**src/rtl/sll_pkg.sv**
```systemverilog
// Shared types and constants of the serial link lock and sync block.
// Assumes one clock domain; pins are synchronous to clk_i.
package sll_pkg;

  localparam int          WORD_W        = 10;
  localparam int          FRAME_BITS    = 12;
  localparam logic [3:0]  FRAME_LAST    = 4'hB;
  localparam logic [10:0] SYNC_MIN_SYMS = 11'h400;
  localparam logic [2:0]  LOSS_COUNT    = 3'h4;
  localparam logic [WORD_W-1:0] SYNC_WORD = 10'h01F;
  localparam logic [3:0]  HUNT_GOOD     = 4'h8;
  localparam logic        CLK_BIT_START = 1'h1;
  localparam logic        CLK_BIT_STOP  = 1'h0;

  typedef enum logic [1:0] {
    SLL_RX_IDLE,
    SLL_RX_HUNT,
    SLL_RX_LOCKED
  } sll_rx_state_type;

  typedef struct packed {
    logic              valid;
    logic [WORD_W-1:0] data;
  } sll_word_type;

  typedef struct packed {
    logic sync_request_a;
    logic sync_request_b;
    logic serial_out_enable;
    logic sleep_request_n;
    logic tx_strobe_edge_select;
  } sll_tx_ctrl_type;

endpackage

```
**src/rtl/sll_top.sv**
```systemverilog
// Serial link lock and sync: serializer plus deserializer lock control.
// Assumes pins are synchronous to clk_i; rx_reference_clock_i is a level
// telling that the receive reference is running.
// Operation
// - Send each word with two clock bits
// - Outputs float until transmission seen and locked
// - Send sync words while either request high
// - Lock pin high unlocked, low when locked
// - Output word valid while lock pin low
// - Lose lock after four bad clock frames
// - Three words before loss are suspect
// - Lock also by searching random data
// - Request sends at least 1024 sync words
// - Edge select picks capture clock edge
// - Disable or sleep floats serial output
//
// Decided for this implementation: the address map and the address-and-strobe port.
`timescale 1ns/1ps
module sll_top (
  input  wire logic                     clk_i,      // 100 MHz clock
  input  wire logic                     nrst_i,     // Async reset, low
  input  wire sll_pkg::sll_tx_ctrl_type tx_ctrl_i,  // Serializer pins
  input  wire logic                     tx_word_clock_i, // Word clock
  input  wire logic [9:0]               tx_data_i,  // Parallel word in
  output logic                          serial_o,   // Serial out
  output logic                          serial_oe_n_o, // Low = driving
  output logic                          tx_sync_active_o, // Sync sending
  input  wire logic                     serial_i,   // Serial in
  input  wire logic                     rx_reference_clock_i, // Ref ok
  output logic [9:0]                    rx_parallel_out_o, // Word out
  output logic                          rx_parallel_oe_n_o, // Low=drive
  output logic                          rx_word_strobe_o, // New word
  output logic                          rx_lock_n_o, // Low when locked
  input  wire logic                     reg_wr_i,   // Write strobe
  input  wire logic                     reg_rd_i,   // Read strobe
  input  wire logic [1:0]               reg_addr_i, // Register address
  input  wire logic [7:0]               reg_wdata_i, // Write data
  output logic [7:0]                    reg_rdata_o, // Read data
  output logic                          irq_o       // Interrupt level
);
  import sll_pkg::*;

  localparam logic [1:0] ADDR_STATUS = 2'h0;
  localparam logic [1:0] ADDR_MASK   = 2'h1;
  localparam logic [1:0] ADDR_STATE  = 2'h2;
  localparam int         EV_LOCK     = 0;
  localparam int         EV_LOSS     = 1;
  localparam int         EV_BAD      = 2;

  typedef struct packed {
    sll_rx_state_type  state;
    logic [2:0]        bad_cnt;
    logic [3:0]        good_cnt;
    logic              lock_n;
    logic              seen;
    logic [WORD_W-1:0] out_word;
    logic              out_stb;
    logic              out_oe_n;
    logic              slip;
    logic [2:0]        ev;
    logic [2:0]        mask;
    logic [7:0]        rdata;
  } sll_top_st_type;

  sll_top_st_type st_reg;
  sll_top_st_type st_next;
  sll_word_type   fr_word;
  logic           fr_ok;
  logic [2:0]     ev_set;

  sll_tx u_tx (
    .clk_i           (clk_i),
    .nrst_i          (nrst_i),
    .ctrl_i          (tx_ctrl_i),
    .tx_word_clock_i (tx_word_clock_i),
    .data_i          (tx_data_i),
    .serial_o        (serial_o),
    .serial_oe_n_o   (serial_oe_n_o),
    .sync_active_o   (tx_sync_active_o)
  );

  sll_rx_frame u_rx_frame (
    .clk_i    (clk_i),
    .nrst_i   (nrst_i),
    .serial_i (serial_i),
    .slip_i   (st_reg.slip),
    .word_o   (fr_word),
    .clk_ok_o (fr_ok)
  );

  always_comb begin
    st_next         = st_reg;
    st_next.out_stb = 1'b0;
    st_next.slip    = 1'b0;
    ev_set          = 3'h0;
    case (st_reg.state)
      SLL_RX_IDLE: begin
        st_next.lock_n = 1'b1;
        if (rx_reference_clock_i && fr_word.valid) begin
          st_next.state    = SLL_RX_HUNT;
          st_next.good_cnt = 4'h0;
        end
      end
      SLL_RX_HUNT: begin
        st_next.lock_n = 1'b1;
        if (!rx_reference_clock_i) begin
          st_next.state = SLL_RX_IDLE;
        end else if (fr_word.valid) begin
          if (fr_ok) begin
            st_next.good_cnt = st_reg.good_cnt + 4'h1;
            if (st_reg.good_cnt + 4'h1 == HUNT_GOOD) begin
              st_next.state    = SLL_RX_LOCKED;
              st_next.lock_n   = 1'b0;
              st_next.seen     = 1'b1;
              st_next.out_oe_n = 1'b0;
              st_next.bad_cnt  = 3'h0;
              ev_set[EV_LOCK]  = 1'b1;
            end
          end else begin
            st_next.good_cnt = 4'h0;
            st_next.slip     = 1'b1;
          end
        end
      end
      SLL_RX_LOCKED: begin
        if (!rx_reference_clock_i) begin
          st_next.state  = SLL_RX_IDLE;
          st_next.lock_n = 1'b1;
          ev_set[EV_LOSS] = 1'b1;
        end else if (fr_word.valid) begin
          st_next.out_word = fr_word.data;
          st_next.out_stb  = 1'b1;
          if (fr_ok) begin
            st_next.bad_cnt = 3'h0;
          end else begin
            ev_set[EV_BAD]  = 1'b1;
            st_next.bad_cnt = st_reg.bad_cnt + 3'h1;
            if (st_reg.bad_cnt + 3'h1 == LOSS_COUNT) begin
              st_next.state    = SLL_RX_HUNT;
              st_next.good_cnt = 4'h0;
              st_next.lock_n   = 1'b1;
              ev_set[EV_LOSS]  = 1'b1;
            end
          end
        end
      end
      default: begin
        st_next.state  = SLL_RX_IDLE;
        st_next.lock_n = 1'b1;
      end
    endcase
    if (reg_wr_i && reg_addr_i == ADDR_MASK) begin
      st_next.mask = reg_wdata_i[2:0];
    end
    if (reg_wr_i && reg_addr_i == ADDR_STATUS) begin
      st_next.ev = (st_reg.ev & ~reg_wdata_i[2:0]) | ev_set;
    end else begin
      st_next.ev = st_reg.ev | ev_set;
    end
    st_next.rdata = 8'h00;
    if (reg_rd_i) begin
      case (reg_addr_i)
        ADDR_STATUS: st_next.rdata = {5'h00, st_reg.ev};
        ADDR_MASK:   st_next.rdata = {5'h00, st_reg.mask};
        ADDR_STATE:  st_next.rdata = {st_reg.seen, st_reg.lock_n,
                                      st_reg.bad_cnt, 1'b0,
                                      st_reg.state};
        default:     st_next.rdata = 8'h00;
      endcase
    end
  end

  always_ff @(posedge clk_i or negedge nrst_i) begin
    if (!nrst_i) begin
      st_reg          <= '0;
      st_reg.state    <= SLL_RX_IDLE;
      st_reg.lock_n   <= 1'b1;
      st_reg.out_oe_n <= 1'b1;
    end else begin
      st_reg <= st_next;
    end
  end

  assign rx_parallel_out_o  = st_reg.out_word;
  assign rx_parallel_oe_n_o = st_reg.out_oe_n;
  assign rx_word_strobe_o   = st_reg.out_stb;
  assign rx_lock_n_o        = st_reg.lock_n;
  assign reg_rdata_o        = st_reg.rdata;
  assign irq_o              = |(st_reg.ev & st_reg.mask);
endmodule

```
**src/rtl/sll_tx.sv**
```systemverilog
// Serializer: frames words with two embedded clock bits, sends sync words.
// Assumes tx_word_clock is a synchronous level sampled on clk_i.
`timescale 1ns/1ps
module sll_tx (
  input  wire logic                    clk_i,     // System clock
  input  wire logic                    nrst_i,    // Async reset, low
  input  wire sll_pkg::sll_tx_ctrl_type ctrl_i,   // Control pins
  input  wire logic                    tx_word_clock_i, // Word clock
  input  wire logic [9:0]              data_i,    // Parallel word in
  output logic                         serial_o,  // Serial bit out
  output logic                         serial_oe_n_o, // Low while driving
  output logic                         sync_active_o  // Sync words sent
);
  import sll_pkg::*;

  typedef struct packed {
    logic              clk_d;
    logic [WORD_W-1:0] word;
    logic [WORD_W-1:0] shift;
    logic [3:0]        bit_idx;
    logic [10:0]       sync_cnt;
    logic              in_sync;
    logic              serial;
  } sll_tx_st_type;

  sll_tx_st_type st_reg;
  sll_tx_st_type st_next;
  logic          req;
  logic          strobe;
  logic          run;

  always_comb begin
    st_next = st_reg;
    req     = ctrl_i.sync_request_a | ctrl_i.sync_request_b;
    run     = ctrl_i.sleep_request_n;
    strobe  = ctrl_i.tx_strobe_edge_select ?
              (tx_word_clock_i & ~st_reg.clk_d) :
              (~tx_word_clock_i & st_reg.clk_d);
    st_next.clk_d = tx_word_clock_i;
    if (strobe) begin
      st_next.word = data_i;
    end
    if (!run) begin
      st_next.bit_idx  = 4'h0;
      st_next.sync_cnt = 11'h000;
      st_next.in_sync  = 1'b0;
      st_next.serial   = 1'b0;
    end else begin
      if (st_reg.bit_idx == FRAME_LAST) begin
        st_next.bit_idx = 4'h0;
      end else begin
        st_next.bit_idx = st_reg.bit_idx + 4'h1;
      end
      case (st_reg.bit_idx)
        4'h0: begin
          st_next.serial = CLK_BIT_START;
          if (req || (st_reg.in_sync && st_reg.sync_cnt != 11'h000)) begin
            st_next.shift   = SYNC_WORD;
            st_next.in_sync = 1'b1;
            if (req && !st_reg.in_sync) begin
              st_next.sync_cnt = SYNC_MIN_SYMS - 11'h001;
            end else if (st_reg.sync_cnt != 11'h000) begin
              st_next.sync_cnt = st_reg.sync_cnt - 11'h001;
            end
          end else begin
            st_next.shift   = st_reg.word;
            st_next.in_sync = 1'b0;
          end
        end
        FRAME_LAST: begin
          st_next.serial = CLK_BIT_STOP;
        end
        default: begin
          st_next.serial = st_reg.shift[0];
          st_next.shift  = {1'b0, st_reg.shift[WORD_W-1:1]};
        end
      endcase
    end
  end

  always_ff @(posedge clk_i or negedge nrst_i) begin
    if (!nrst_i) begin
      st_reg <= '0;
    end else begin
      st_reg <= st_next;
    end
  end

  assign serial_o      = st_reg.serial;
  assign serial_oe_n_o = ~(ctrl_i.serial_out_enable &
                           ctrl_i.sleep_request_n);
  assign sync_active_o = st_reg.in_sync;
endmodule

```
**src/rtl/sll_rx_frame.sv**
```systemverilog
// Deserializer bit framer: collects 12-bit frames, checks clock bits.
// Assumes the serial input is synchronous, one bit per clk_i.
`timescale 1ns/1ps
module sll_rx_frame (
  input  wire logic                 clk_i,     // System clock
  input  wire logic                 nrst_i,    // Async reset, low
  input  wire logic                 serial_i,  // Serial bit in
  input  wire logic                 slip_i,    // Skip one bit (hunt)
  output sll_pkg::sll_word_type     word_o,    // Frame word, valid pulse
  output logic                      clk_ok_o   // Clock bits valid
);
  import sll_pkg::*;

  typedef struct packed {
    logic [FRAME_BITS-1:0] sh;
    logic [3:0]            cnt;
    sll_word_type          word;
    logic                  ok;
  } sll_rf_st_type;

  sll_rf_st_type st_reg;
  sll_rf_st_type st_next;
  logic [FRAME_BITS-1:0] full;

  always_comb begin
    st_next = st_reg;
    st_next.word.valid = 1'b0;
    full = {serial_i, st_reg.sh[FRAME_BITS-1:1]};
    st_next.sh = full;
    if (slip_i) begin
      st_next.cnt = st_reg.cnt;
    end else if (st_reg.cnt == FRAME_LAST) begin
      st_next.cnt        = 4'h0;
      st_next.word.valid = 1'b1;
      st_next.word.data  = full[WORD_W:1];
      st_next.ok = (full[0] == CLK_BIT_START) &&
                   (full[FRAME_BITS-1] == CLK_BIT_STOP);
    end else begin
      st_next.cnt = st_reg.cnt + 4'h1;
    end
  end

  always_ff @(posedge clk_i or negedge nrst_i) begin
    if (!nrst_i) begin
      st_reg <= '0;
    end else begin
      st_reg <= st_next;
    end
  end

  assign word_o   = st_reg.word;
  assign clk_ok_o = st_reg.ok;
endmodule

```
**config.mk**
```make
export PLATFORM = sky130hd
export DESIGN_NAME = sll_top
export DESIGN_NICKNAME = d
export VERILOG_FILES = /design/src/rtl/sll_pkg.sv /design/src/rtl/sll_top.sv /design/src/rtl/sll_tx.sv /design/src/rtl/sll_rx_frame.sv
export SDC_FILE = /design/constraint.sdc
export NUM_CORES = 1
export LEC_CHECK = 0
export BUFFER_PORTS_ARGS = -buffer_cell sky130_fd_sc_hd__buf_4
export CORE_MARGIN = 3
export CORE_UTILIZATION = 38
export CTS_CLUSTER_DIAMETER = 200
export DETAILED_ROUTE_END_ITERATION = 10
export PLACE_DENSITY_LB_ADDON = 0.3
export SLEW_MARGIN = 20
export SYNTH_ARGS = -nofsm -noshare
export SYNTH_HDL_FRONTEND = slang
export SYNTH_SLANG_ARGS = --single-unit
export TNS_END_PERCENT = 1
```
**constraint.sdc**
```tcl
create_clock -name clk_i -period 1.9 [get_ports clk_i]
set_input_delay 0.57 -clock clk_i [delete_from_list [all_inputs] [get_ports clk_i]]
set_output_delay 0.57 -clock clk_i [all_outputs]
set_load 0.02 [all_outputs]
```
# Word level (Yosys, flattened, before mapping)
# Cells that the tools add are included.
# word_totals
ff_bits	104
inputBits	32
output_inout_bits	25
elab_cells	152
# classes
add_sub_neg	5
n_eq_ne	26
muxes	58
bitwise_logic	15
n_reduce_logical	24
# op_table
operator	n
11-bit two-way mux	4
12-bit two-way mux	3
8-bit one-hot mux with 3 select lines	1
10-bit two-way mux	2
2-bit two-way mux	10
5-bit two-way mux	4
10-bit one-hot mux with 2 select lines	1
1-bit two-way mux	18
17-bit two-way mux	1
4-bit two-way mux	4
7-bit AND reduction	2
4-bit by 1-bit adder with 4-bit output, second input constant	3
4-bit equality test, second input constant	3
2-bit != test, second input constant	6
4-bit one-hot mux with 3 select lines	1
11-bit nonzero test	1
11-bit by 1-bit subtractor with 11-bit output, second input constant	1
2-bit by 1-bit != test with 1-bit output, second input constant	5
9-bit two-way mux	1
3-bit by 2-bit != test with 1-bit output, second input constant	3
3-bit != test, second input constant	3
3-bit AND reduction	3
8-bit two-way mux	1
8-bit AND reduction	1
26 further kinds	46

# Depth between registers and ports, before layout
# Gate-level depths: netlist of run 1.
# logic_depth
ltp_word	9
mapped_depth	8
depth_no_buf	7

# By module
# From an unflattened synthesis of run 1, not the netlist that was laid out.
# hier_totals
cells_unflattened	394
hier_area_um2	4790.8
# modules_own_cells
mod	n_inst	cells_each	area_each_um2	seq_area_each_um2
sll_tx	1	175	1914.3	950.9
sll_top	1	151	1836.8	953.4
sll_rx_frame	1	68	1039.7	675.6

# Worst setup path before layout of run 1
# No wires, ideal clock.
# synth_path
path_kind	register to register
startpoint	register u_tx.st_reg[2] (netlist name)
endpoint	register u_tx.st_reg[4] (netlist name)
setup_time_ns	0.126
arrival_ns	1.764
t_required_ns	1.774
path_slack_ns	0.010
stages_incl_launch_ff	9
synth_period_minus_slack_ns	1.890
path_cell_list	dfrtp_1 > inv_1 > ha_1 > nor4b_1 > a41oi_1 > and3_1 > buf_4 > and3_1 > a221o_1
# synth_between
elab_chain_len	6
word_cells_on_any_way	12
cone_classes	1 x add/sub; 2 x eq/ne; 5 x mux; 4 x reduce/logical
# synth_rtl
element	line_no	source
from (decl)	sll_tx.sv:26	sll_tx_st_type st_reg;
from (signal assigned)	sll_tx.sv:85	st_reg <= st_next;
11-bit by 1-bit subtractor with 11-bit output	sll_tx.sv:63	st_next.sync_cnt = st_reg.sync_cnt - 11'h001;
11-bit two-way mux	sll_tx.sv:62	end else if (st_reg.sync_cnt != 11'h000) begin
11-bit two-way mux	sll_tx.sv:60	if (req && !st_reg.in_sync) begin
11-bit two-way mux	sll_tx.sv:57	if (req || (st_reg.in_sync && st_reg.sync_cnt != 11'h000)) begin
12-bit two-way mux	sll_tx.sv:54	case (st_reg.bit_idx)
17-bit two-way mux	sll_tx.sv:43	if (!run) begin
# Several ways; a longest one is shown, not always the timed one. The select of a mux whose other input is x is not followed.
# A chain may end at the register's enable or synchronous reset.

# Final worst setup path of run 1
# layout_path
startpoint	register st_reg[10] (netlist name)
endpoint	output irq_o
# layout_between
elab_chain_len	2
# layout_rtl
element	line_no	source
from (decl)	sll_top.sv:65	sll_top_st_type st_reg;
from (signal assigned)	sll_top.sv:180	st_reg <= st_next;
3-bit bitwise AND	sll_top.sv:189	assign irq_o = |(st_reg.ev & st_reg.mask);
3-bit OR reduction	sll_top.sv:189	
to (decl)	sll_top.sv:39	output logic irq_o
# No other way between the ends.

==> results of run 1 <==
==> cell type report <==
cell class / count / area (µm²)
Clock buffer: 11 / 243
Clock inverter: 5 / 57.6
Fill cell: 1057 / 6110
Inverter: 12 / 45.0
Multi-Input combinational cell: 256 / 1710
Sequential cell: 103 / 2580
Tap cell: 143 / 179
Timing Repair Buffer: 75 / 592
==> worst max-delay path by stage <==
stage | startpoint | end | depth (start not counted)
6_report | st_reg[10] | irq_o | 3
5_1_grt | st_reg[10] | irq_o | 3
4_1_cts | st_reg[10] | irq_o | 3
3_5_place_dp | u_tx.st_reg[2] | u_tx.st_reg[12] | 8
3_3_place_gp | u_tx.st_reg[2] | u_tx.st_reg[12] | 8
2_1_floorplan | u_tx.st_reg[2] | u_tx.st_reg[4] | 8
==> kinds of logic after synthesis <==
logic type               Yosys count
AO/OA/AOI/OAI                     68
buffers and inverters             45
AND/OR/NAND/NOR                  145
multiplexers                      31
flip-flops                       103
XOR/XNOR                           3
adder cells (fa/ha/maj)            9
==> worst reg2reg max path, delay by kind of cell, from the launching register on <==
kind | cells | cell delay, ns
simple gates | 2 | 0.49
compound gates | 3 | 0.46
flops | 1 | 0.36
buf+inv | 2 | 0.24
fa+ha+maj | 1 | 0.19
==> report_power, final <==
group / leakage (µW) / switching [µW] / total [µW] / internal, µW
Sequential: 0.00132 / 169 / 2550 / 2380
Combinational: 0.00114 / 379 / 801 / 422
Clock: 0.000150 / 796 / 1860 / 1060
Total: 0.00261 / 1340 / 5210 / 3860
==> placed cells by master, fill, tap and decap left out, types with 8 or more instances in the layout <==
master       n
buf_4       72
and3_1       8
inv_1       12
nand2_1     63
and2_1       9
o21ai_0     24
dfrtp_1    101
mux2_2      26
nor2_1      16
ha_1         8
nand3_1     14
clkbuf_16    9
==> layer usage <==
layer	part of all wire, %	vias to the layer above	track usage, %
met5	0	-	0
met4	1.8	0	7.51
met3	3.5	10	2.47
met2	48	62	22.0
met1	47	1547	18.3
li1	-	1497	-
==> what timing repair did <==
action / 4_1_cts / 5_1_grt
gates resized for setup: 4 / 7
endpoints found under the hold margin: 0 / 0
buffers inserted: 1 / 0
pin swaps: 3 / 3
endpoints found under the setup margin: 3 / 16
gates cloned: 0 / 0
==> metrics by stage <==
stage	area (µm²)	worst slack, ns
finish	5410	0.00759
global route	5410	-0.0753
CTS	5380	-0.0200
detailed placement	5060	-0.00668
global placement	5060	0.0415
floorplan	4500	0.00964
==> impl_metrics.tcl, run 1 <==
set metrics [dict create \
    status "completed" \
    fin_crit_ns 1.89 \
    path_class "register to primary output" \
    start_util_pct 39.0 \
    place_hpwl_mm 5.95 \
    path_clk_slew_ns 0.07 \
    r2r-end "u_tx.st_reg[12]" \
    yosys.area_share.simple_pct 16.1 \
    reg2reg_setup_slack_ns 0.09 \
    postRouteAntennaNets 0 \
    postCtsHoldBufs 0 \
    synthArstFlopShare_pct 100 \
    tightest_slew_ns 0.451 \
    area_delta_synth_final_pct 20.3 \
    grt_max_degree 36 \
    synth-adder-area-share_pct 2.50 \
    cp_num_buf_inv 2 \
    cellLeakagePower_uw 0.00261 \
    layout.nets 498 \
    max_freq_ghz 0.528 \
    die_area_mm2 0.0132 \
    fin_tns_setup_ns 0 \
    worstSkewPairLatency_ns 0.34 \
    powerDensity_mw_per_mm2 963 \
    drt_iter0_drc 157 \
    io_pins 57 \
    cts_tree "yes" \
    slew_headroom_pct 69.7 \
    rsz0062_at_grt "true" \
    slowest_stage "dfrtp_1" \
    critPathMaxFanout 2 \
    muxShareOfSynthArea_pct 7.62 \
    irDropWorstVdd_v 0.000539 \
    drcViolationCount 0 \
    grt-ovfl-total 0 \
    cts_max_path_buffers 2 \
    grt_pass1_vias 3098 \
    largest_reg_flops 36 \
    netlist_area_mm2 0.00450 \
    core_region_area_mm2 0.0115 \
    start_kind "register" \
    clock_skew_ns 0.00984 \
    cts_root_buf "clkbuf_16" \
    synth_nets 445 \
    clock-sinks 103 \
    reg2regPathDepth 8 \
    finalPower_uw 5210 \
    drv_slew 0 \
    yosys-top-cells-area "dfrtp_1, mux2_2, nand2_1" \
    syn_inst 404 \
    maxCapViolCount 0 \
    synthXorXnorAreaFrac_pct 0.584 \
    h-tree-depth 3 \
    dpl.cell_count 588 \
    synth_top_cell_area_share_pct 56.2 \
    drive_above_1_share_pct 28.1 \
    synth_compound_area_share_pct 10.4 \
    antenna_found_initial 0 \
    chipWidth_um 115 \
    crit_family "flip-flops" \
    dr.pass1.iters 4 \
    rows 39 \
    reg2reg_from "u_tx.st_reg[2]" \
    setup_viol 0 \
    synth_edf_count 0 \
    yosysWarnings 0 \
    finalHoldViolations 0 \
    hold_ws_ns 0.133 \
    synth_area_per_cell_um2 11.1 \
    ys.flop_type "dfrtp_1" \
    die_y_um 115 \
    cts_made_buffers 9 \
    critical_path.cell_chain "a222oi_1 -> inv_1 -> buf_6" \
    synthDistinctLibCells 48 \
    yosysMostFrequentCell "dfrtp_1" \
    grt_use_total_pct 13.9 \
    worst_setup_path_end_kind "primary output" \
    finalWeightedCongestion 0.821 \
    cp_data_arrival_time_ns 1.32 \
    yosysSeqAreaShare_pct 57.4 \
    routedWlPerCell_um 14.1 \
    fin_util_pct 47.0 \
    ys_seq_elements 103 \
    required_ns 1.33 \
    diodes 0 \
    netlist.top_cell.by_area "dfrtp_1" \
    viasPerCell 5.15 \
    period_share_pct 99.6 \
    synth_top_family_by_area "simple AND/OR/NAND/NOR gates" \
    wl_mm 8.53 \
    grt_pass1_wl_mm 14.6 \
    cpPeakStageDelay_ns 0.39 \
    io_buffers 51 \
    final_cells 605 \
    synth.cells.most_frequent "dfrtp_1, nand2_1, mux2_2" \
    hold_class "input pin to async pin" \
    num_vias 3116 \
]
Note: power is estimated with default switching activity, not from simulation.
==> inputs of run 2 (changes only) <==
Clock period 1.9 ns to 1.55 ns, I/O delays scaled along.
==> run 2 against run 1 <==
Against the previous run:
- the run now ends with negative setup slack left
- non-clock buffer count grew 39
- cell area rose by 7.9%
- cell count increased by 6.4%
- register-to-register slack got worse by 0.32 ns
- clock skew is 0.00076 ns higher
- wire length is 6.1% higher
- count of clock-buffer cells in the layout is 1 lower
- sequential share of layout area is 3.5 points lower
- total power up 27%
- critical path type is now register to register
- critical endpoint is now u_tx.st_reg[12]
- largest power group unchanged
==> impl_metrics.tcl, run 2 (same netlist as run 1, synthesis figures left out) <==
set metrics [dict create \
    routedWlPerCell_um 14.1 \
    io_buffers 51 \
    grt_pass1_vias 3307 \
    core_region_area_mm2 0.0115 \
    h-tree-depth 3 \
    slew_headroom_pct 78.6 \
    status "finished with violations" \
    worst_setup_path_end_kind "register" \
    rsz0062_at_grt "true" \
    dpl_cell_area_mm2 0.00537 \
    path_class "register to register" \
    fin_area_mm2 0.00583 \
    powerDensity_mw_per_mm2 1140 \
    wl_mm 9.05 \
    drv_slew 0 \
    hold_ws_ns 0.241 \
    chipWidth_um 115 \
    fin_ws_ns -0.232 \
    required_ns 1.82 \
    dr.pass1.iters 4 \
    fin_crit_ns 1.78 \
    finalHoldViolations 0 \
    start_kind "register" \
    fillers 1053 \
    drcViolationCount 0 \
    cts_max_path_buffers 2 \
    clock-sinks 103 \
    path_clk_slew_ns 0.08 \
    mostFrequentLayoutCells "buf_4, dfrtp_1, nand2_1" \
    cp_data_arrival_time_ns 2.05 \
    tightest_slew_ns 0.320 \
    viasPerCell 4.97 \
    area_delta_synth_final_pct 29.7 \
    die_area_mm2 0.0132 \
    layout.nets 537 \
    num_vias 3203 \
    worstSkewPairLatency_ns 0.34 \
    drive_above_1_share_pct 37.5 \
    clock_skew_ns 0.0106 \
    cts_tree "yes" \
    antenna_found_initial 0 \
    rows 39 \
    grt-ovfl-total 0 \
    drt_iter0_drc 94 \
    grt_max_degree 32 \
    start_util_pct 39.0 \
    setup_viol 22 \
    cellLeakagePower_uw 0.00280 \
    period_share_pct 115 \
    critPathMaxFanout 2 \
    grt_pass1_wl_mm 15.5 \
    grt_use_total_pct 14.6 \
    cts_root_buf "clkbuf_16" \
    layout_commonest_cell "buf_4" \
    place_hpwl_mm 6.28 \
    diodes 0 \
    die_y_um 115 \
    io_pins 57 \
    fin_tns_setup_ns -2.69 \
    irDropWorstVdd_v 0.000586 \
    finalWeightedCongestion 0.810 \
    dpl_worst_slack_ns -0.305 \
    violations "negative setup slack" \
    max_freq_ghz 0.561 \
    maxCapViolCount 0 \
    cts_made_buffers 9 \
    largest_reg_flops 36 \
    postRouteAntennaNets 0 \
    hold_class "input pin to register" \
]
## run 2: power breakdown
| part | total [µW] | switching, µW | internal, µW | leakage [µW] |
|---|---|---|---|---|
| Sequential | 3100 | 182 | 2920 | 0.00131 |
| Clock | 2250 | 1070 | 1180 | 0.000145 |
| Combinational | 1280 | 570 | 707 | 0.00134 |
## run 2: path summary, 6_finish.rpt
check	start	cells after the start	slack, ns	to
hold reg to reg	u_rx_frame.full[2]	0	0.37	u_rx_frame.full[1]
setup / recovery	u_tx.st_reg[3]	7	-0.23	u_tx.st_reg[12]
max in group asynchronous	nrst_i	3	0.50	rx_parallel_oe_n_o
hold / removal	tx_word_clock_i	1	0.24	u_tx.st_reg[37]
min in group asynchronous	nrst_i	2	0.54	reg_rdata_o[0]
setup reg to reg	u_tx.st_reg[3]	7	-0.23	u_tx.st_reg[12]
## run 2: stage by stage
step           utilization [%]  power (µW)  instances
5_1_grt                   50.7        6980        644
3_5_place_dp              46.6        4270        624
3_3_place_gp              46.6        4240        624
6_report                  50.7        6630        644
2_1_floorplan                -        3690        404
4_1_cts                   50.2        6640        644
## run 2: area by class of cell
cell class,count,area (µm²),share of cell area [%]
sequential,103,2580,44.2
inverter,12,48.8,0.836
timing repair buffer,114,920,15.8
clock inverter,6,61.3,1.05
tap,143,179,3.07
clock buffer,10,239,4.10
multi-input combinational,256,1810,30.9
## run 2: timing repair
action	4_1_cts	5_1_grt
endpoints found under the hold margin	12	0
pin swaps	12	16
resized for setup	24	14
buffers inserted	3	0
hold buffers	1	0
endpoints found under the setup margin	39	48
## run 2: worst max-delay path, cell delays in order (launching register included)
cell and delay, ns:
dfrtp_1 0.40, inv_2 0.11, ha_4 0.14, or3b_4 0.39, nor3_4 0.14, nand2_1 0.09, or3_1 0.31, a21oi_1 0.13
## run 2: routing by layer
| layer | up-vias | routed length (µm) | track usage, % |
|---|---|---|---|
| li1 | 1574 | - | - |
| met1 | 1574 | 4300 | 20.0 |
| met4 | 0 | 66 | 3.60 |
| met3 | 6 | 288 | 3.16 |
| met2 | 49 | 4400 | 23.7 |
| met5 | - | 0 | 0 |
